`config.mk`:
```
export PLATFORM = sky130hd
export DESIGN_NAME = dpe_evaluator
export DESIGN_NICKNAME = d
export VERILOG_FILES = /design/src/core/dpe_change_det.v /design/src/core/dpe_evaluator.v
export VERILOG_INCLUDE_DIRS = /design/src /design/src/core
export SDC_FILE = /design/constraint.sdc
export NUM_CORES = 1
export LEC_CHECK = 0
export BUFFER_PORTS_ARGS = -buffer_cell sky130_fd_sc_hd__buf_4
export CAP_MARGIN = 10
export CORE_ASPECT_RATIO = 1.5
export CORE_MARGIN = 2
export CORE_UTILIZATION = 50
export DETAILED_ROUTE_END_ITERATION = 10
export GPL_ROUTABILITY_DRIVEN = 0
export PLACE_DENSITY = 0.71
export SLEW_MARGIN = 40
export SYNTH_ARGS = -nofsm -noshare
export SYNTH_HDL_FRONTEND = slang
export SYNTH_SLANG_ARGS = --single-unit
```
`constraint.sdc`:
```
create_clock -name i_ref_clk -period 2.95 [get_ports i_ref_clk]
set_input_delay 0.4425 -clock i_ref_clk [delete_from_list [all_inputs] [get_ports i_ref_clk]]
set_output_delay 0.4425 -clock i_ref_clk [all_outputs]
set_load 0.01 [all_outputs]
```
`src/core/dpe_defs.vh`:
```
`ifndef DPE_DEFS_VH
`define DPE_DEFS_VH
// port width and parameter telegram layout
`define DPE_PORT_W 8
`define DPE_STD_PRM_BYTES 7
`define DPE_USER_PRM_BYTES 5
`define DPE_IDX_W 4
// user parameter byte positions within the telegram
`define DPE_IDX_FIRST 4'h7
`define DPE_IDX_MASK_C 4'h8
`define DPE_IDX_MASK_D 4'h9
`define DPE_IDX_FOURTH 4'hA
`define DPE_IDX_FIFTH 4'hB
`define DPE_IDX_LAST 4'hB
// first user parameter byte fields
`define DPE_BIT_WATCHDOG_TIMEBASE_SELECT 2
`define DPE_BIT_GROUP_MODE 3
`define DPE_FIRST_RSVD_MASK 8'hF3
// group port split
`define DPE_GRP_LO_MSB 3
`define DPE_GRP_HI_LSB 4
// reset values
`define DPE_MASK_RST 8'h00
`define DPE_BYTE_ZERO 8'h00
// register map
`define DPE_ADDR_W 4
`define DPE_REG_CTRL 4'h0
`define DPE_REG_MASK_C 4'h1
`define DPE_REG_MASK_D 4'h2
`define DPE_REG_DIAG_E 4'h3
`define DPE_REG_DIAG_C 4'h4
`define DPE_REG_DIAG_D 4'h5
`define DPE_REG_IRQ_STAT 4'h6
`define DPE_REG_IRQ_MASK 4'h7
`define DPE_REG_PRM_STAT 4'h8
// interrupt status bits
`define DPE_IRQ_W 3
`define DPE_IRQ_CHANGE 0
`define DPE_IRQ_FAULT 1
`define DPE_IRQ_PRM_ERR 2
`endif

```
`src/core/dpe_change_det.v`:
```
`timescale 1ns/1ps
// holds the last reported image and flags a difference once
module dpe_change_det
#(
  parameter WIDTH = 24
)
(
  // clock and reset
  input wire i_ref_clk,
  input wire i_rstn,
  // sampled image
  input wire i_hold,
  input wire [WIDTH-1:0] i_data,
  // reported image
  output reg [WIDTH-1:0] o_last,
  output reg o_change
);

  always @(posedge i_ref_clk or negedge i_rstn)
  begin
    if (!i_rstn)
    begin
      o_last <= {WIDTH{1'b0}};
      o_change <= 1'b0;
    end
    else
    begin
      // freeze keeps the old image, so a change waits until release
      o_change <= 1'b0;
      if (!i_hold && (i_data != o_last))
      begin
        o_last <= i_data;
        o_change <= 1'b1;
      end
    end
  end

endmodule

```
`src/core/dpe_evaluator.v`:
```
`timescale 1ns/1ps
`include "dpe_defs.vh"
module dpe_evaluator
#(
  parameter PORT_W = `DPE_PORT_W
)
(
  // clock and reset
  input wire i_ref_clk,
  input wire i_rstn,
  // diagnostic pins, active low
  input wire [PORT_W-1:0] i_port_e_n,
  input wire [PORT_W-1:0] i_port_c_n,
  input wire [PORT_W-1:0] i_port_d_n,
  // type coding
  input wire i_ext_diag_c,
  input wire i_ext_diag_d,
  // parameter telegram byte stream
  input wire i_prm_start,
  input wire i_prm_valid,
  input wire [7:0] i_prm_byte,
  input wire i_prm_end,
  // diagnostic report hold (freeze)
  input wire i_diag_hold,
  // register port
  input wire [`DPE_ADDR_W-1:0] i_addr,
  input wire [7:0] i_wdata,
  input wire i_wr,
  input wire i_rd,
  output reg [7:0] o_rdata,
  // diagnostic report
  output wire [7:0] o_diag_e,
  output wire [7:0] o_diag_c,
  output wire [7:0] o_diag_d,
  output wire o_diag_change,
  // status outputs
  output reg o_diag_fault_output,
  output wire o_watchdog_timebase_select,
  output wire o_group_diag_mode,
  output wire o_irq
);

  // committed parameters
  reg [7:0] user_param_byte_first;
  reg [7:0] channel_port_c_mask;
  reg [7:0] channel_port_d_mask;
  reg [7:0] user_param_byte_fourth;
  reg [7:0] user_param_byte_fifth;
  // staged bytes of a telegram in progress
  reg [7:0] stg_first;
  reg [7:0] stg_mask_c;
  reg [7:0] stg_mask_d;
  reg [7:0] stg_fourth;
  reg [7:0] stg_fifth;
  reg [`DPE_IDX_W-1:0] prm_idx;
  reg prm_len_err;
  reg prm_rsvd_err;
  reg [`DPE_IRQ_W-1:0] irq_stat;
  reg [`DPE_IRQ_W-1:0] irq_mask;
  reg fault_q;
  // telegram phase, one-hot
  localparam [2:0] PRM_IDLE = 3'h1;
  localparam [2:0] PRM_RECV = 3'h2;
  localparam [2:0] PRM_OVER = 3'h4;
  reg [2:0] prm_state;
  reg [2:0] next_prm_state;

  wire [PORT_W-1:0] err_e;
  wire [PORT_W-1:0] err_c;
  wire [PORT_W-1:0] err_d;
  wire [PORT_W-1:0] rep_c;
  wire [PORT_W-1:0] rep_d;
  wire chan_err;
  wire grp_lo_err;
  wire grp_hi_err;
  wire next_fault;
  wire [3*PORT_W-1:0] last_img;
  wire prm_good;
  wire prm_bad;
  wire rsvd_bad;
  wire [`DPE_IRQ_W-1:0] irq_ev;
  wire stat_rd;
  wire prm_open;
  wire lo_qual;
  wire [3*PORT_W-1:0] img_next;

  // invert and mask per bit
  genvar g;
  generate
    for (g = 0; g < PORT_W; g = g + 1)
    begin : bit_eval
      assign err_e[g] = ~i_port_e_n[g];
      assign err_c[g] = ~i_port_c_n[g] & ~channel_port_c_mask[g] &
                        i_ext_diag_c;
      assign err_d[g] = ~i_port_d_n[g] & ~channel_port_d_mask[g] &
                        i_ext_diag_d;
      // only extended diagnosis puts channel data in the report
      assign rep_c[g] = err_c[g] & i_ext_diag_c;
      assign rep_d[g] = err_d[g] & i_ext_diag_d;
    end
  endgenerate

  assign o_group_diag_mode = user_param_byte_first[`DPE_BIT_GROUP_MODE];
  assign o_watchdog_timebase_select =
    user_param_byte_first[`DPE_BIT_WATCHDOG_TIMEBASE_SELECT];

  assign chan_err = |err_c | |err_d;
  assign grp_hi_err = |err_e[PORT_W-1:`DPE_GRP_HI_LSB];
  // one qualifier feeds both fault and report, so they disagree only while the report is held
  assign lo_qual = ~o_group_diag_mode | chan_err;
  assign grp_lo_err = |err_e[`DPE_GRP_LO_MSB:0] & lo_qual;
  // level, so the fault drops as soon as no error remains
  assign next_fault = grp_lo_err | grp_hi_err | chan_err;

  always @(posedge i_ref_clk or negedge i_rstn)
  begin
    if (!i_rstn)
    begin
      o_diag_fault_output <= 1'b0;
      fault_q <= 1'b0;
    end
    else
    begin
      o_diag_fault_output <= next_fault;
      fault_q <= o_diag_fault_output;
    end
  end

  // group mode qualifies only the report of E0-E3; C, D, E4-E7 pass
  assign img_next = {rep_d, rep_c, err_e[PORT_W-1:`DPE_GRP_HI_LSB],
                     err_e[`DPE_GRP_LO_MSB:0] &
                     {(`DPE_GRP_LO_MSB+1){lo_qual}}};

  dpe_change_det
  #(
    .WIDTH(3*PORT_W)
  )
  u_change
  (
    .i_ref_clk(i_ref_clk),
    .i_rstn(i_rstn),
    .i_hold(i_diag_hold),
    .i_data(img_next),
    .o_last(last_img),
    .o_change(o_diag_change)
  );

  assign o_diag_e = last_img[PORT_W-1:0];
  assign o_diag_c = last_img[2*PORT_W-1:PORT_W];
  assign o_diag_d = last_img[3*PORT_W-1:2*PORT_W];

  // bytes count only inside a started telegram; a stray strobe after
  // reset or after an end cannot assemble parameters of its own
  always @*
  begin
    next_prm_state = prm_state;
    case (prm_state)
      PRM_IDLE:
      begin
        if (i_prm_start)
          next_prm_state = PRM_RECV;
      end
      PRM_RECV:
      begin
        if (i_prm_start)
          next_prm_state = PRM_RECV;
        else if (i_prm_end)
          next_prm_state = PRM_IDLE;
        else if (i_prm_valid && (prm_idx > `DPE_IDX_LAST))
          next_prm_state = PRM_OVER;
      end
      PRM_OVER:
      begin
        if (i_prm_start)
          next_prm_state = PRM_RECV;
        else if (i_prm_end)
          next_prm_state = PRM_IDLE;
      end
      default:
      begin
        next_prm_state = PRM_IDLE;
      end
    endcase
  end

  always @(posedge i_ref_clk or negedge i_rstn)
  begin
    if (!i_rstn)
      prm_state <= PRM_IDLE;
    else
      prm_state <= next_prm_state;
  end

  assign prm_open = (prm_state != PRM_IDLE);

  // parameter telegram: bytes 0-6 standard, 7-11 user
  assign prm_good = i_prm_end && (prm_state == PRM_RECV) &&
                    (prm_idx == `DPE_IDX_LAST + 4'h1) &&
                    !prm_len_err;
  assign prm_bad = i_prm_end && !prm_good;
  // reserved bits are the master's duty; we flag but still accept
  assign rsvd_bad = prm_good &&
    (((stg_first & `DPE_FIRST_RSVD_MASK) != `DPE_BYTE_ZERO) ||
     (stg_fourth != `DPE_BYTE_ZERO) ||
     (stg_fifth != `DPE_BYTE_ZERO));

  always @(posedge i_ref_clk or negedge i_rstn)
  begin
    if (!i_rstn)
    begin
      prm_idx <= {`DPE_IDX_W{1'b0}};
      prm_len_err <= 1'b0;
      stg_first <= `DPE_BYTE_ZERO;
      stg_mask_c <= `DPE_MASK_RST;
      stg_mask_d <= `DPE_MASK_RST;
      stg_fourth <= `DPE_BYTE_ZERO;
      stg_fifth <= `DPE_BYTE_ZERO;
    end
    else if (i_prm_start)
    begin
      prm_idx <= {`DPE_IDX_W{1'b0}};
      prm_len_err <= 1'b0;
    end
    else if (i_prm_valid && prm_open)
    begin
      if (prm_idx > `DPE_IDX_LAST)
        prm_len_err <= 1'b1;
      else
        prm_idx <= prm_idx + 4'h1;
      case (prm_idx)
        `DPE_IDX_FIRST: stg_first <= i_prm_byte;
        `DPE_IDX_MASK_C: stg_mask_c <= i_prm_byte;
        `DPE_IDX_MASK_D: stg_mask_d <= i_prm_byte;
        `DPE_IDX_FOURTH: stg_fourth <= i_prm_byte;
        `DPE_IDX_FIFTH: stg_fifth <= i_prm_byte;
        default: stg_first <= stg_first;
      endcase
    end
  end

  // commit on a good telegram, or by software write
  always @(posedge i_ref_clk or negedge i_rstn)
  begin
    if (!i_rstn)
    begin
      user_param_byte_first <= `DPE_BYTE_ZERO;
      channel_port_c_mask <= `DPE_MASK_RST;
      channel_port_d_mask <= `DPE_MASK_RST;
      user_param_byte_fourth <= `DPE_BYTE_ZERO;
      user_param_byte_fifth <= `DPE_BYTE_ZERO;
      prm_rsvd_err <= 1'b0;
    end
    else if (prm_good)
    begin
      user_param_byte_first <= stg_first;
      channel_port_c_mask <= stg_mask_c;
      channel_port_d_mask <= stg_mask_d;
      user_param_byte_fourth <= stg_fourth;
      user_param_byte_fifth <= stg_fifth;
      prm_rsvd_err <= rsvd_bad;
    end
    else if (i_wr)
    begin
      case (i_addr)
        `DPE_REG_CTRL: user_param_byte_first <= i_wdata;
        `DPE_REG_MASK_C: channel_port_c_mask <= i_wdata;
        `DPE_REG_MASK_D: channel_port_d_mask <= i_wdata;
        default: prm_rsvd_err <= prm_rsvd_err;
      endcase
    end
  end

  // interrupts: sticky, cleared by reading; set beats clear
  assign irq_ev[`DPE_IRQ_CHANGE] = o_diag_change;
  assign irq_ev[`DPE_IRQ_FAULT] = o_diag_fault_output & ~fault_q;
  assign irq_ev[`DPE_IRQ_PRM_ERR] = prm_bad | rsvd_bad;
  assign stat_rd = i_rd && (i_addr == `DPE_REG_IRQ_STAT);
  assign o_irq = |(irq_stat & irq_mask);

  always @(posedge i_ref_clk or negedge i_rstn)
  begin
    if (!i_rstn)
    begin
      irq_stat <= {`DPE_IRQ_W{1'b0}};
      irq_mask <= {`DPE_IRQ_W{1'b0}};
    end
    else
    begin
      irq_stat <= (stat_rd ? {`DPE_IRQ_W{1'b0}} : irq_stat) | irq_ev;
      if (i_wr && (i_addr == `DPE_REG_IRQ_MASK))
        irq_mask <= i_wdata[`DPE_IRQ_W-1:0];
    end
  end

  // read data one cycle after the strobe, zero otherwise
  always @(posedge i_ref_clk or negedge i_rstn)
  begin
    if (!i_rstn)
      o_rdata <= `DPE_BYTE_ZERO;
    else if (i_rd)
    begin
      case (i_addr)
        `DPE_REG_CTRL: o_rdata <= user_param_byte_first;
        `DPE_REG_MASK_C: o_rdata <= channel_port_c_mask;
        `DPE_REG_MASK_D: o_rdata <= channel_port_d_mask;
        `DPE_REG_DIAG_E: o_rdata <= o_diag_e;
        `DPE_REG_DIAG_C: o_rdata <= o_diag_c;
        `DPE_REG_DIAG_D: o_rdata <= o_diag_d;
        `DPE_REG_IRQ_STAT: o_rdata <= {5'h00, irq_stat};
        `DPE_REG_IRQ_MASK: o_rdata <= {5'h00, irq_mask};
        `DPE_REG_PRM_STAT: o_rdata <= {6'h00, prm_rsvd_err,
                                       o_diag_fault_output};
        default: o_rdata <= `DPE_BYTE_ZERO;
      endcase
    end
    else
      o_rdata <= `DPE_BYTE_ZERO;
  end

endmodule

```
### After elaboration in Yosys (flattened, before gate mapping)

Index checks and enable logic that the tools add are counted.

| storage, ports and cells | value |
|---|---|
| register bits after elaboration | 114 |
| output and inout bits | 37 |

| cells by class | value |
|---|---|
| add/subtract/negate cells | 1 |
| order comparisons | 1 |
| eq/ne operators | 23 |
| muxes and demuxes | 26 |
| bitwise logic cells | 101 |
| reduce and logical (&&, ||, !) cells | 41 |

Operators with widths:

| cell | number |
|---|---|
| $mux 8 | 10 |
| $pmux 8 s9 | 1 |
| $and 1x1->1 | 50 |
| $not 1->1 | 43 |
| $eq 4x4->1 const B | 6 |
| $ne 24x24->1 | 1 |
| $reduce_bool 8->1 | 3 |
| $mux 3 | 7 |
| $eq 4x3->1 const B | 5 |
| $reduce_and 3->1 | 6 |
| $reduce_or 8->1 | 2 |
| $mux 4 | 3 |
| $reduce_bool 2->1 | 6 |
| $logic_and 1x1->1 | 10 |
| $reduce_and 2->1 | 5 |
| $pmux 3 s3 | 1 |
| $eq 4x2->1 const B | 2 |
| $reduce_or 4->1 | 2 |
| $or 1x1->1 | 5 |
| $add 4x1->4 const B | 1 |
| $and 4x4->4 | 1 |
| $eq 4x1->1 const B | 1 |
| $gt 4x4->1 const B | 1 |
| $logic_not 4->1 | 1 |
| other kinds (13) | 20 |

### Logic depth before layout (Yosys ltp)

Gate-level depths: netlist of run 1.

| depth | value |
|---|---|
| depth in word-level cells | 10 |
| mapped depth | 9 |

### Modules after synthesis

A second synthesis of run 1 with hierarchy kept.

| unflattened totals | value |
|---|---|
| cell total of the unflattened synthesis | 490 |
| area, all modules | 5799.3 um^2 |

Modules (own cells, without submodules):

| module | times used | cells an instance | area an instance (um^2) |
|---|---|---|---|
| dpe_evaluator | 1 | 407 | 4536.9 |
| dpe_change_det | 1 | 83 | 1262.5 |

### Worst setup path after synthesis of run 1

Ideal clock, no wire load.

| timing path | value |
|---|---|
| path kind | input to register |
| from | in i_ext_diag_d |
| to | reg u_change.o_last[10] |
| data arrival time | 2313 ps |
| setup slack | 512 ps |
| stages | 9 |
| path buffers | 2 |
| cell sequence | buf_6 nor3b_1 nor4_1 nand4_1 o21a_1 a211o_1 a31oi_2 buf_6 mux2_4 |

| between the ends | value |
|---|---|
| longest elaborated chain between the ends | 7 |

Ends and longest elaborated chain:

| item | line | source |
|---|---|---|
| from (decl) | dpe_evaluator.v:17 | `input wire i_ext_diag_d,` |
| $and 1x1->1 | dpe_evaluator.v:95 | `assign err_d[g] = ~i_port_d_n[g] & ~channel_port_d_mask[g] &` |
| $reduce_or 8->1 | dpe_evaluator.v:107 | `assign chan_err = \|err_c \| \|err_d;` |
| $or 1x1->1 | dpe_evaluator.v:107 |  |
| $or 1x1->1 | dpe_evaluator.v:110 | `assign lo_qual = ~o_group_diag_mode \| chan_err;` |
| $and 4x4->4 | dpe_evaluator.v:131 | `` err_e[`DPE_GRP_LO_MSB:0] & `` |
| $ne 24x24->1 (*) | dpe_change_det.v:30 | `if (!i_hold && (i_data != o_last))` |
| $logic_and 1x1->1 (*) | dpe_change_det.v:30 |  |
| to (signal assigned) | dpe_change_det.v:23 | `o_last <= {WIDTH{1'b0}};` |
| to (signal assigned) | dpe_change_det.v:32 | `o_last <= i_data;` |
| to (decl) | dpe_change_det.v:15 | `output reg [WIDTH-1:0] o_last,` |

Mark *: on every way between the ends. The rest lies on a longest branch, timed or not.
A chain may end at the register's enable or synchronous reset.

### Worst setup path after layout of run 1

| timing path | value |
|---|---|
| from | reg channel_port_d_mask[3] |
| to | reg u_change.o_last[20] |

| between the ends | value |
|---|---|
| longest elaborated chain between the ends | 9 |

Ends and longest elaborated chain:

| item | line | source |
|---|---|---|
| from (decl) | dpe_evaluator.v:46 | `reg [7:0] channel_port_d_mask;` |
| from (signal assigned) | dpe_evaluator.v:248 | `` channel_port_d_mask <= `DPE_MASK_RST; `` |
| from (signal assigned) | dpe_evaluator.v:257 | `channel_port_d_mask <= stg_mask_d;` |
| from (signal assigned) | dpe_evaluator.v:267 | `` `DPE_REG_MASK_D: channel_port_d_mask <= i_wdata; `` |
| $not 1->1 (*) | dpe_evaluator.v:95 |  |
| $and 1x1->1 (*) (2 in series) | dpe_evaluator.v:95 |  |
| $reduce_or 8->1 | dpe_evaluator.v:107 |  |
| $or 1x1->1 | dpe_evaluator.v:107 |  |
| $or 1x1->1 | dpe_evaluator.v:110 |  |
| $and 4x4->4 | dpe_evaluator.v:131 |  |
| $ne 24x24->1 (*) | dpe_change_det.v:30 |  |
| $logic_and 1x1->1 (*) | dpe_change_det.v:30 |  |

Marks and branches as above.

==> results of run 1 <==
[cell type report]
class                   count  area [sq um]  share of cell area
clock buffers              20           447              0.0613
clock inverters            11           114              0.0156
inverters                  19          71.3             0.00979
multi-input cells         386          2840               0.390
flip-flops and latches    114          2850               0.392
well taps                 150           188              0.0258
repair buffers             99           771               0.106
[critical path, stage by stage (launching register included)]
cell	delay, ns
dfrtp_1	0.44
nor3b_1	0.42
xor2_1	0.12
nor4_1	0.45
nand4_1	0.21
nor4_4	0.34
a31oi_4	0.15
buf_12	0.20
mux2_4	0.30
[layout by cell type, fill, tap and decap left out, types with 9 or more instances in the layout]
master	n
nand3_1	9
o21ai_0	13
buf_4	96
nand4_1	9
o22ai_1	10
nor2_1	61
clkbuf_16	17
inv_1	19
dfrtp_1	113
a21oi_1	37
nor2b_1	9
mux2_2	50
mux2i_1	44
nand2_1	25
nor4_1	12
nor3b_1	10
[per-stage QoR]
stage          setup slack (ns)  hold WS (ns)  area, sq um  utilization  power, mW
2_1_floorplan             0.512         0.147         5870            -       2.36
3_3_place_gp              0.222         0.401         6720        0.586       2.71
3_5_place_dp              0.149         0.406         6720        0.586       2.74
4_1_cts                   0.285         0.180         7290        0.635       4.69
5_1_grt                   0.101         0.176         7290        0.635       4.87
6_report                  0.197         0.186         7290        0.635       4.67
[power by group through the flow]
stage / registers (mW) / logic [mW] / clock network, mW
floorplan: 1.89 / 0.469 / 0
global placement: 1.93 / 0.779 / 0
detailed placement: 1.94 / 0.799 / 0
CTS: 1.91 / 0.805 / 1.98
global route: 1.94 / 0.886 / 2.05
finish: 1.92 / 0.803 / 1.95
[cells in the mapped netlist, types with 2 or more instances]
cell,count
a31oi_1,4
mux4_2,3
and2_1,2
nand3b_1,2
inv_1,19
and3b_1,2
dfrtp_1,113
a41o_1,2
xnor2_1,8
nor3_1,8
nor2_1,61
ha_1,4
nand2_1,25
mux2_4,8
a41oi_1,3
nand4_1,9
mux2i_1,44
nand3_1,9
a211oi_1,5
o31ai_1,5
o21a_1,3
xor2_1,4
o22ai_1,10
a222oi_1,2
nor4_1,12
o2111ai_1,2
nand4b_1,2
buf_6,2
or3_1,4
o21ai_0,13
a21oi_1,37
nor2b_1,9
nor3b_1,10
mux2_2,50
a22oi_1,6
clkbuf_1,21
[routing by layer]
layer	vias to the layer above	routed length, microns
li1	2183	-
met1	2256	5830
met2	184	7730
met3	47	805
met4	0	754
met5	-	0
[cell families (layout without fill, tap and decap cells)]
family                     Yosys count  after routing  share of synthesized area
and+or+nand+nor                    162            162                      0.141
DFF                                114            114                      0.486
muxes                              105            105                      0.203
AOI/OAI and AO/OA                  103            103                      0.113
buffers and inverters               43            149                     0.0307
xor gates and xnor gates            12             12                     0.0179
adders and majority gates            4              4                    0.00853
[worst paths after layout]
path	from	end	slack (ns)	cells past startpoint
worst min-delay path	i_prm_end	prm_state[2]	0.19	2
min in group asynchronous	i_rstn	u_change.o_last[12]	0.49	2
worst max register to register	channel_port_d_mask[3]	u_change.o_last[20]	0.20	8
worst max-delay path	channel_port_d_mask[3]	u_change.o_last[20]	0.20	8
max in group asynchronous	i_rstn	stg_first[3]	1.71	3
worst min register to register	fault_q	irq_stat[1]	0.43	1
==> summary by stage, run 1 <==
Global routing
The first global-routing pass estimated 23700 microns of wire. The total routing resource utilization after global routing is 0.245. For met2 alone, demand over resource in global routing was 0.423. Entering global routing, the biggest net connects 54 pins.

For this run, global-route usage on met3 was measured as 0.0567. For this run, global-route usage on met1 was measured as 0.282. The via count of the first global-routing pass is 4602. The number of antenna violations at the first check in global routing is 0. After global routing, the most crowded layer is met2. The remaining global-route overflow is 0.

Floorplanning
The number of top-level pins is a little over 90. The number of placement rows is 48. The die is 137 microns tall. The total area inside the core boundary comes to approximately 0.011 sq mm.

The initial utilization of the core area, before any placement, comes to 0.512. The die outline width is 92.5 microns. The full die area is about 0.013 sq mm.

Route
After detailed routing, the total wire length is 15100 microns. Detailed routing inserted a total of roughly 4700 vias. The detailed router finished its first iteration with 239 violations.

For this run, design rule violations remaining after detail routing come to 0. Dividing the detail-routed wire length by the instance count gives about 19 microns. The first detailed-routing pass took 5 iterations.

The number of nets still failing antenna checks after routing is 0. After detailed routing, the number of vias per cell comes to ~6.

Layout
The register with the most flip-flops in the final layout is u_change.o_last. The number of inserted diodes is 0. Counting the fill cells in the layout gives 918. Leaving out filler cells and counting taps, the final layout contains 799. Of the cells placed in the final design, the portion with a size suffix greater than 1 is 0.296. The synthesis-to-finish area growth is 24.2%.

The final layout net count is 695. The register with the most flip-flops in the layout has 24 of them.

Clock network
The cts-stage hold buffer count is 1. The buffer count from post-CTS setup fixing is 0. The clock passes through at most 2 buffers. The CTS sink count is 114.

The later-pin clock latency in the skew report is about 0.42 ns. After clock tree synthesis, the clock-pin slew on the worst setup and hold paths is approximately 0.060 ns. The tree is rooted in a clkbuf_16. TritonCTS built the clock tree. The H-tree depth is 4. Counting the buffers created by CTS gives 17. In this run, post-CTS repair resized a total of 0 instances.

Setup path
Along the worst path, the maximum fanout reaches 20. STA classifies the critical path endpoint as a flop. By startpoint and endpoint, the worst setup path is classified as flop to flop.

The data required time at the worst endpoint is 3.26 ns. Data on the critical path arrives at its endpoint at just over 3 ns. The category of the worst setup path launch point is a flop.

Power and ir drop
IR analysis of the VDD net gives a maximum drop of 496 uV. The cell-internal power is 3.36 mW. The cell leakage power is 3.65 nW. The switching power is 1.31 mW. Of the total power, combinational logic draws 0.172. For this design the ratio of total power to cell area is 641 mW/mm^2.

Of the total power, the share spent switching nets is 0.280. The clock share of power is 0.416. The share of total power in sequential cells is 0.411.

Yosys
Synthesis instantiated 56 different standard cells from the library. For this run, asynchronously set or reset flops after synthesis account for 1.00. Of all cell types, the one taking the most synthesized area is dfrtp_1.

Counting every net in the synthesized netlist gives ~600. The area of the mapped netlist is 0.00587 sq mm. The number of enable flip-flop cells after synthesis is 0. The share of the Yosys chip area taken by registers is 0.486. After synthesis, the cell types taking the most area are dfrtp_1, mux2_2, mux2i_1, nor2_1, a21oi_1. During synthesis, Yosys emitted a total of 0 warnings. The share of synthesized area in the top cell type comes to 0.482.

The main flop type after synthesis is dfrtp_1. After technology mapping, the gate count stands at around 540. The synthesized design contains 114 register bits. A synthesized cell averages 10.8 sq um.

Timing
The routed design could run at a clock period as short as 2.75 ns. Timing would allow up to roughly 360 MHz. The final setup violation count is 0. The clock skew after layout is approximately 0.010 ns. The number of pins exceeding their max-slew limit in the final report came to 0. The number of endpoints with negative hold slack in the final report is 0.

The total negative slack is 0 ns. Setup repair after global routing left no endpoint under its margin. The post-route clock period utilization is 0.933. The headroom to the max-slew limit is 0.599. The transition time of the tightest slew-check pin is ~0.60 ns.

Placement
The final HPWL from detailed placement is 11300 microns. Including well taps, the total number of placed cells is 767. During placement, the flow inserted port buffers numbering 90.

Hold path
The min-delay analysis places its worst path in the category primary input to flop.

Job
Across the run, the number of max-cap violations was 0.

Run status
The run finished with clean final reports.
Power figures use the tool's default switching activity.
==> run 2: changes to the inputs <==
--- a/config.mk
+++ b/config.mk
@@ -14,6 +14,7 @@
 export DETAILED_ROUTE_END_ITERATION = 10
 export GPL_ROUTABILITY_DRIVEN = 0
 export PLACE_DENSITY = 0.71
+export SETUP_SLACK_MARGIN = 0.3
 export SLEW_MARGIN = 40
 export SYNTH_ARGS = -nofsm -noshare
 export SYNTH_HDL_FRONTEND = slang
==> constraint.sdc (replaced) <==
create_clock -name i_ref_clk -period 3 [get_ports i_ref_clk]
set_input_delay 0.45 -clock i_ref_clk [delete_from_list [all_inputs] [get_ports i_ref_clk]]
set_output_delay 0.45 -clock i_ref_clk [all_outputs]
set_load 0.01 [all_outputs]
==> summary by stage, run 2 (synthesis gave the netlist of run 1 again) <==
Run status
Result of the run: complete, no violations (unchanged).

Floorplanning
The number of top-level pins came to 91 (unchanged). The starting utilization of the core area was 0.512 (unchanged). The die outline height was 137 microns (unchanged).

The die outline width is 92.5 microns (unchanged). The number of placement rows is 48 (unchanged). The core footprint is 0.0115 sq mm (unchanged). The full die area is 0.0126 sq mm (unchanged).

Hold path
The type of the most critical hold path is primary input to asynchronous set/reset pin (was primary input to flop).

Global routing
The number of antenna violations at the first check in global routing is 0 (unchanged). The via count of the first global-routing pass is 4955 (was 4602). The most crowded layer after global routing is met2 (unchanged). The first-pass GRT wire length is 25700 microns (was 23700 microns). The global-route met2 utilization is 0.472 (was 0.423). The met3 track demand over resource is 0.0617 (was 0.0567).

The maximum number of pins on one net before global-route repair is 51 (was 54). The met1 usage in global routing was 0.297 (was 0.282). The total routing resource utilization after global routing is 0.266 (was 0.245). The remaining global-route overflow is 0 (unchanged).

Timing
The highest attainable clock frequency is 368 MHz (was 363 MHz). The transition time of the tightest slew-check pin is 0.619 ns (was 0.600 ns). The clock skew after layout came to 0.0106 ns (was 0.0100 ns).

The shortest clock period the worst path allows after layout is 2.72 ns (was 2.75 ns). The number of endpoints with negative hold slack in the final report is 0 (unchanged). The headroom to the max-slew limit is 0.585 (was 0.599). The post-route clock period utilization is 0.907 (was 0.933). Unrepaired setup endpoints after global routing: no (unchanged).

The number of pins exceeding their max-slew limit in the final report is 0 (unchanged). The final setup violation count is 0 (unchanged).

Setup path
The data required time at the worst endpoint was 3.29 ns (was 3.26 ns). The arrival time of the worst setup path is 3.01 ns (was 3.06 ns). The startpoint-to-endpoint class of the critical path is flop to flop (unchanged).

The element type at the critical path end is a flop (unchanged). The register-to-register setup slack came to 0.28 ns (was 0.20 ns). The depth of the worst register-to-register path is 10 (was 8). The highest fanout seen on the critical path is 5 (was 20). The category of the worst setup path launch point is a flop (unchanged).

The startpoint of the worst-slack reg-to-reg timing path is channel_port_d_mask[2] (was channel_port_d_mask[3]). The capture instance of the worst register-to-register path is u_change.o_last[13] (was u_change.o_last[20]).

Route
The total number of vias came to 4966 (was 4670). The number of remaining DRC errors is 0 (unchanged). The via density per instance is 5.98 (was 5.84). The number of nets still failing antenna checks after routing is 0 (unchanged). The final routed wirelength across all metal layers was 16400 microns (was 15100 microns).

The first-pass iteration count of the detailed router came to 5 (unchanged). The first-iteration detailed-routing DRC count is 311 (was 239). The average wire per cell in the routed design is 19.7 microns (was 18.9 microns).

Layout
The number of inserted diodes is 0 (unchanged). The area of the multi-input gates is 0.00291 sq mm (was 0.00284 sq mm). Commonest non-fill, non-tap cells in the layout: buf_4, dfrtp_1, nor2_1 (was dfrtp_1, buf_4, nor2_1). The number of flip-flops in the largest register is 24 (unchanged). The flip-flop and latch area is 0.00286 sq mm (was 0.00285 sq mm).

The final standard cell utilization of the core is 0.664 (was 0.635). The final layout net count is 726 (was 695). The largest register by flop count is u_change.o_last (unchanged). The synthesis-to-finish area growth was 29.7% (was 24.2%). The number of fillers in the final layout was 863 (was 918). The commonest non-fill, non-tap cell in the layout is buf_4 (was dfrtp_1). The ratio of cells with drive above 1 in the final layout is 0.346 (was 0.296).

Clock network
The CTS sink count is 114 (unchanged). The TritonCTS clock tree was built (unchanged). The later-pin clock latency in the skew report is 0.41 ns (was 0.42 ns). The deepest clock path buffer count is 2 (unchanged).

The clock root buffer is clkbuf_16 (unchanged). The number of buffers inserted during clock tree synthesis came to 17 (unchanged). The clock edge transition at the registers on the reported setup and hold paths was 0.06 ns (about the same). The H-tree depth is 4 (unchanged). The cts-stage hold buffer count is 0 (was 1).

Power and ir drop
The post-layout total power was 4.85 mW (was 4.67 mW). The maximum ir drop on the vdd rail came to 507 uV (was 496 uV). The cell leakage power is 3.83 nW (was 3.65 nW). The power per standard cell area is 637 mW/mm^2 (was 641 mW/mm^2).

Placement
The count of buffers from port buffering is 90 (unchanged). The final HPWL from detailed placement is 11900 microns (was 11300 microns).

Job
The max-cap check violation count came to 0 (unchanged).
run 2: area by class of cell:
class,instances,area share
clock buffers,21,0.0618
clock inverters,10,0.0174
inverters,19,0.00937
multi-input cells,387,0.383
flip-flops and latches,114,0.375
well taps,150,0.0247
repair buffers,129,0.129
run 2: worst max-delay path by stage:
stage | from | end | slack (ns) | cells past startpoint
2_1_floorplan | i_ext_diag_d | u_change.o_last[10] | 0.55 | 9
3_3_place_gp | i_ext_diag_d | u_change.o_last[8] | 0.03 | 9
3_5_place_dp | i_ext_diag_d | u_change.o_last[4] | -0.05 | 10
4_1_cts | channel_port_d_mask[3] | u_change.o_last[13] | 0.31 | 9
5_1_grt | channel_port_c_mask[5] | u_change.o_last[13] | 0.23 | 10
6_report | channel_port_d_mask[2] | u_change.o_last[13] | 0.28 | 10
run 2: critical path, cell delays in order (launching register included):
cell     delay (ns)
dfrtp_2        0.42
nor3b_2        0.07
nor4_1         0.28
nand4_1        0.24
buf_4          0.22
mux2_2         0.28
nor4_4         0.25
buf_4          0.18
a31oi_4        0.14
buf_4          0.22
mux2_4         0.30
run 2: where the power goes:
| part | internal, mW | total, mW | leakage, nW | switching [mW] |
|---|---|---|---|---|
| Clock | 1.36 | 2.04 | 0.291 | 0.685 |
| Sequential | 1.69 | 1.87 | 1.48 | 0.178 |
| Combinational | 0.459 | 0.934 | 2.06 | 0.476 |
run 2: repair_timing:
item	CTS	global route
pin swaps	1	5
setup endpoints to repair	14	13
cloned	0	1
gates resized for setup	1	10
buffers inserted	8	6
run 2: metrics by stage:
step / hold slack [ns] / setup WS, ns / std cells / TNS [ns] / instance area, sq um
floorplan: 0.154 / 0.554 / 543 / 0 / 5870
global placement: 0.412 / 0.0312 / 784 / 0 / 6830
detailed placement: 0.451 / -0.0540 / 784 / -0.135 / 6830
CTS: 0.0414 / 0.309 / 823 / 0 / 7500
global route: 0.0579 / 0.233 / 830 / 0 / 7610
finish: 0.0283 / 0.280 / 830 / 0 / 7610
run 2: metal layers:
layer,routed length [microns],part of all wire
met4,873,0.053
met5,0,0
met3,911,0.056
met1,5950,0.36
met2,8630,0.53
==> run 3: changes to the inputs <==
--- a/config.mk
+++ b/config.mk
@@ -13,6 +13,7 @@
 export CORE_UTILIZATION = 50
 export DETAILED_ROUTE_END_ITERATION = 10
 export GPL_ROUTABILITY_DRIVEN = 0
+export HOLD_SLACK_MARGIN = 0.06
 export PLACE_DENSITY = 0.71
 export SETUP_SLACK_MARGIN = 0.3
 export SLEW_MARGIN = 40
==> summary by stage, run 3 (synthesis gave the netlist of run 1 again) <==
Global routing
The remaining global-route overflow is 0 (unchanged). The most crowded layer after global routing is met2 (unchanged). The via count of the first global-routing pass came to 4955 (unchanged). The total routing resource utilization after global routing is 0.266 (unchanged). The global-route met2 utilization is 0.472 (unchanged). The first-pass GRT wire length is 25700 microns (unchanged).

The number of antenna violations at the first check in global routing was 0 (unchanged). The maximum number of pins on one net before global-route repair was 51 (unchanged). The met1 usage in global routing is 0.297 (unchanged). The met3 track demand over resource is 0.0617 (unchanged).

Placement
The area after detailed placement is 0.00683 sq mm (unchanged). The number of placed cells counting well taps is 784 (unchanged). The final HPWL from detailed placement was 11900 microns (unchanged).

The worst slack at placement came to -0.0540 ns (unchanged). The count of buffers from port buffering was 90 (unchanged).

Timing
The number of pins exceeding their max-slew limit in the final report is 0 (unchanged). The clock skew after layout is 0.0107 ns (was 0.0106 ns). The transition time of the tightest slew-check pin was 0.618 ns (was 0.619 ns).

The total negative slack was 0 ns (unchanged). The worst hold slack came to 0.206 ns (was 0.0283 ns). The post-route clock period utilization came to 0.908 (was 0.907). The number of endpoints with negative hold slack in the final report is 0 (unchanged).

The final setup violation count is 0 (unchanged). The highest attainable clock frequency was 367 MHz (was 368 MHz). Unrepaired setup endpoints after global routing: no (unchanged). The shortest clock period the worst path allows after layout is 2.72 ns (about the same).

The headroom to the max-slew limit came to 0.586 (was 0.585). The smallest setup slack after layout is 0.277 ns (was 0.280 ns).

Setup path
The category of the worst setup path launch point is a flop (unchanged). The first element of the critical path is channel_port_d_mask[2] (unchanged). The startpoint-to-endpoint class of the critical path is flop to flop (unchanged).

The arrival time of the worst setup path is 3.02 ns (was 3.01 ns). The startpoint of the worst-slack reg-to-reg timing path is channel_port_d_mask[2] (unchanged). The data required time at the worst endpoint is 3.30 ns (was 3.29 ns). The element type at the critical path end was a flop (unchanged). The highest fanout seen on the critical path is 5 (unchanged).

Layout
The synthesis-to-finish area growth is 29.9% (was 29.7%). The number of inserted diodes was 0 (unchanged). The post-layout instance count excluding filler cells is 831 (was 830). Commonest non-fill, non-tap cells in the layout: buf_4, dfrtp_1, nor2_1 (unchanged).

The number of flip-flops in the largest register is 24 (unchanged). The largest register by flop count is u_change.o_last (unchanged). The final layout net count is 727 (was 726). The summed area of non-filler cells in the final layout was 0.00762 sq mm (was 0.00761 sq mm). The ratio of cells with drive above 1 in the final layout is 0.345 (was 0.346). The commonest non-fill, non-tap cell in the layout is buf_4 (unchanged). The final standard cell utilization of the core is 0.664 (about the same).

Run status
Result of the run: complete, no violations (unchanged).

Clock network
The H-tree depth is 4 (unchanged). The later-pin clock latency in the skew report is 0.42 ns (was 0.41 ns). The number of buffers inserted during clock tree synthesis was 17 (unchanged). The TritonCTS clock tree is built (unchanged). The clock edge transition at the registers on the reported setup and hold paths is 0.06 ns (about the same). The clock root buffer is clkbuf_16 (unchanged).

The deepest clock path buffer count is 2 (unchanged). The CTS sink count is 114 (unchanged).

Hold path
The type of the most critical hold path is primary input to flop (was primary input to asynchronous set/reset pin). The startpoint of the tightest hold check path is i_prm_end.

Route
The average wire per cell in the routed design is 19.7 microns (about the same). The first-pass iteration count of the detailed router is 6 (was 5). The first-iteration detailed-routing DRC count is 300 (was 311). The number of nets still failing antenna checks after routing is 0 (unchanged).

The total number of vias is 5004 (was 4966). The number of remaining DRC errors is 0 (unchanged). The via density per instance is 6.02 (was 5.98).

The final routed wirelength across all metal layers is 16400 microns (about the same).

Floorplanning
The number of top-level pins came to 91 (unchanged). The starting utilization of the core area is 0.512 (unchanged). The number of placement rows is 48 (unchanged). The die outline width was 92.5 microns (unchanged). The core footprint is 0.0115 sq mm (unchanged). The full die area is 0.0126 sq mm (unchanged). The die outline height is 137 microns (unchanged).

Power and ir drop
The power per standard cell area is 637 mW/mm^2 (about the same). The cell leakage power is 3.83 nW (about the same). The post-layout total power is 4.85 mW (about the same).

The maximum ir drop on the vdd rail is 507 uV (about the same).

Job
The max-cap check violation count was 0 (unchanged).
[run 3: final timing paths]
path / to / cells after the start / slack (ns)
min: prm_state[2] / 2 / 0.21
max: u_change.o_last[13] / 10 / 0.28
max in group asynchronous: prm_state[0] / 3 / 1.71
min reg2reg: irq_stat[1] / 1 / 0.46
min in group asynchronous: u_change.o_last[12] / 2 / 0.57
max reg2reg: u_change.o_last[13] / 10 / 0.28
[run 3: layout make-up]
cell class,instances,area [sq um]
Timing Repair Buffer,130,991
Inverter,19,71.3
Clock buffer,21,470
Multi-Input combinational cell,387,2910
Fill cell,861,3850
Clock inverter,10,133
Tap cell,150,188
Sequential cell,114,2860
[run 3: what timing repair did]
item | 4_1_cts | 5_1_grt
hold buffers | 1 | 0
gates resized for setup | 1 | 10
hold endpoints to repair | 41 | 0
gates cloned | 0 | 1
setup endpoints to repair | 14 | 13
pin swaps | 1 | 5
setup buffers | 8 | 6
[run 3: where the power goes]
| group | switching (mW) | internal (mW) | leakage [nW] | total, mW |
|---|---|---|---|---|
| logic | 0.477 | 0.460 | 2.06 | 0.936 |
| registers | 0.179 | 1.69 | 1.48 | 1.87 |
| clock network | 0.687 | 1.36 | 0.291 | 2.05 |
[run 3: routing by layer]
layer,wire (microns),up-vias
met3,918,57
met4,927,0
li1,-,2248
met1,5970,2477
met5,0,-
met2,8580,222
[run 3: critical path, cell delays in order (launching register included)]
cell and delay (ns):
dfrtp_2 0.42, nor3b_2 0.07, nor4_1 0.28, nand4_1 0.24, buf_4 0.22, mux2_2 0.28
nor4_4 0.25, buf_4 0.18, a31oi_4 0.14, buf_4 0.22, mux2_4 0.30
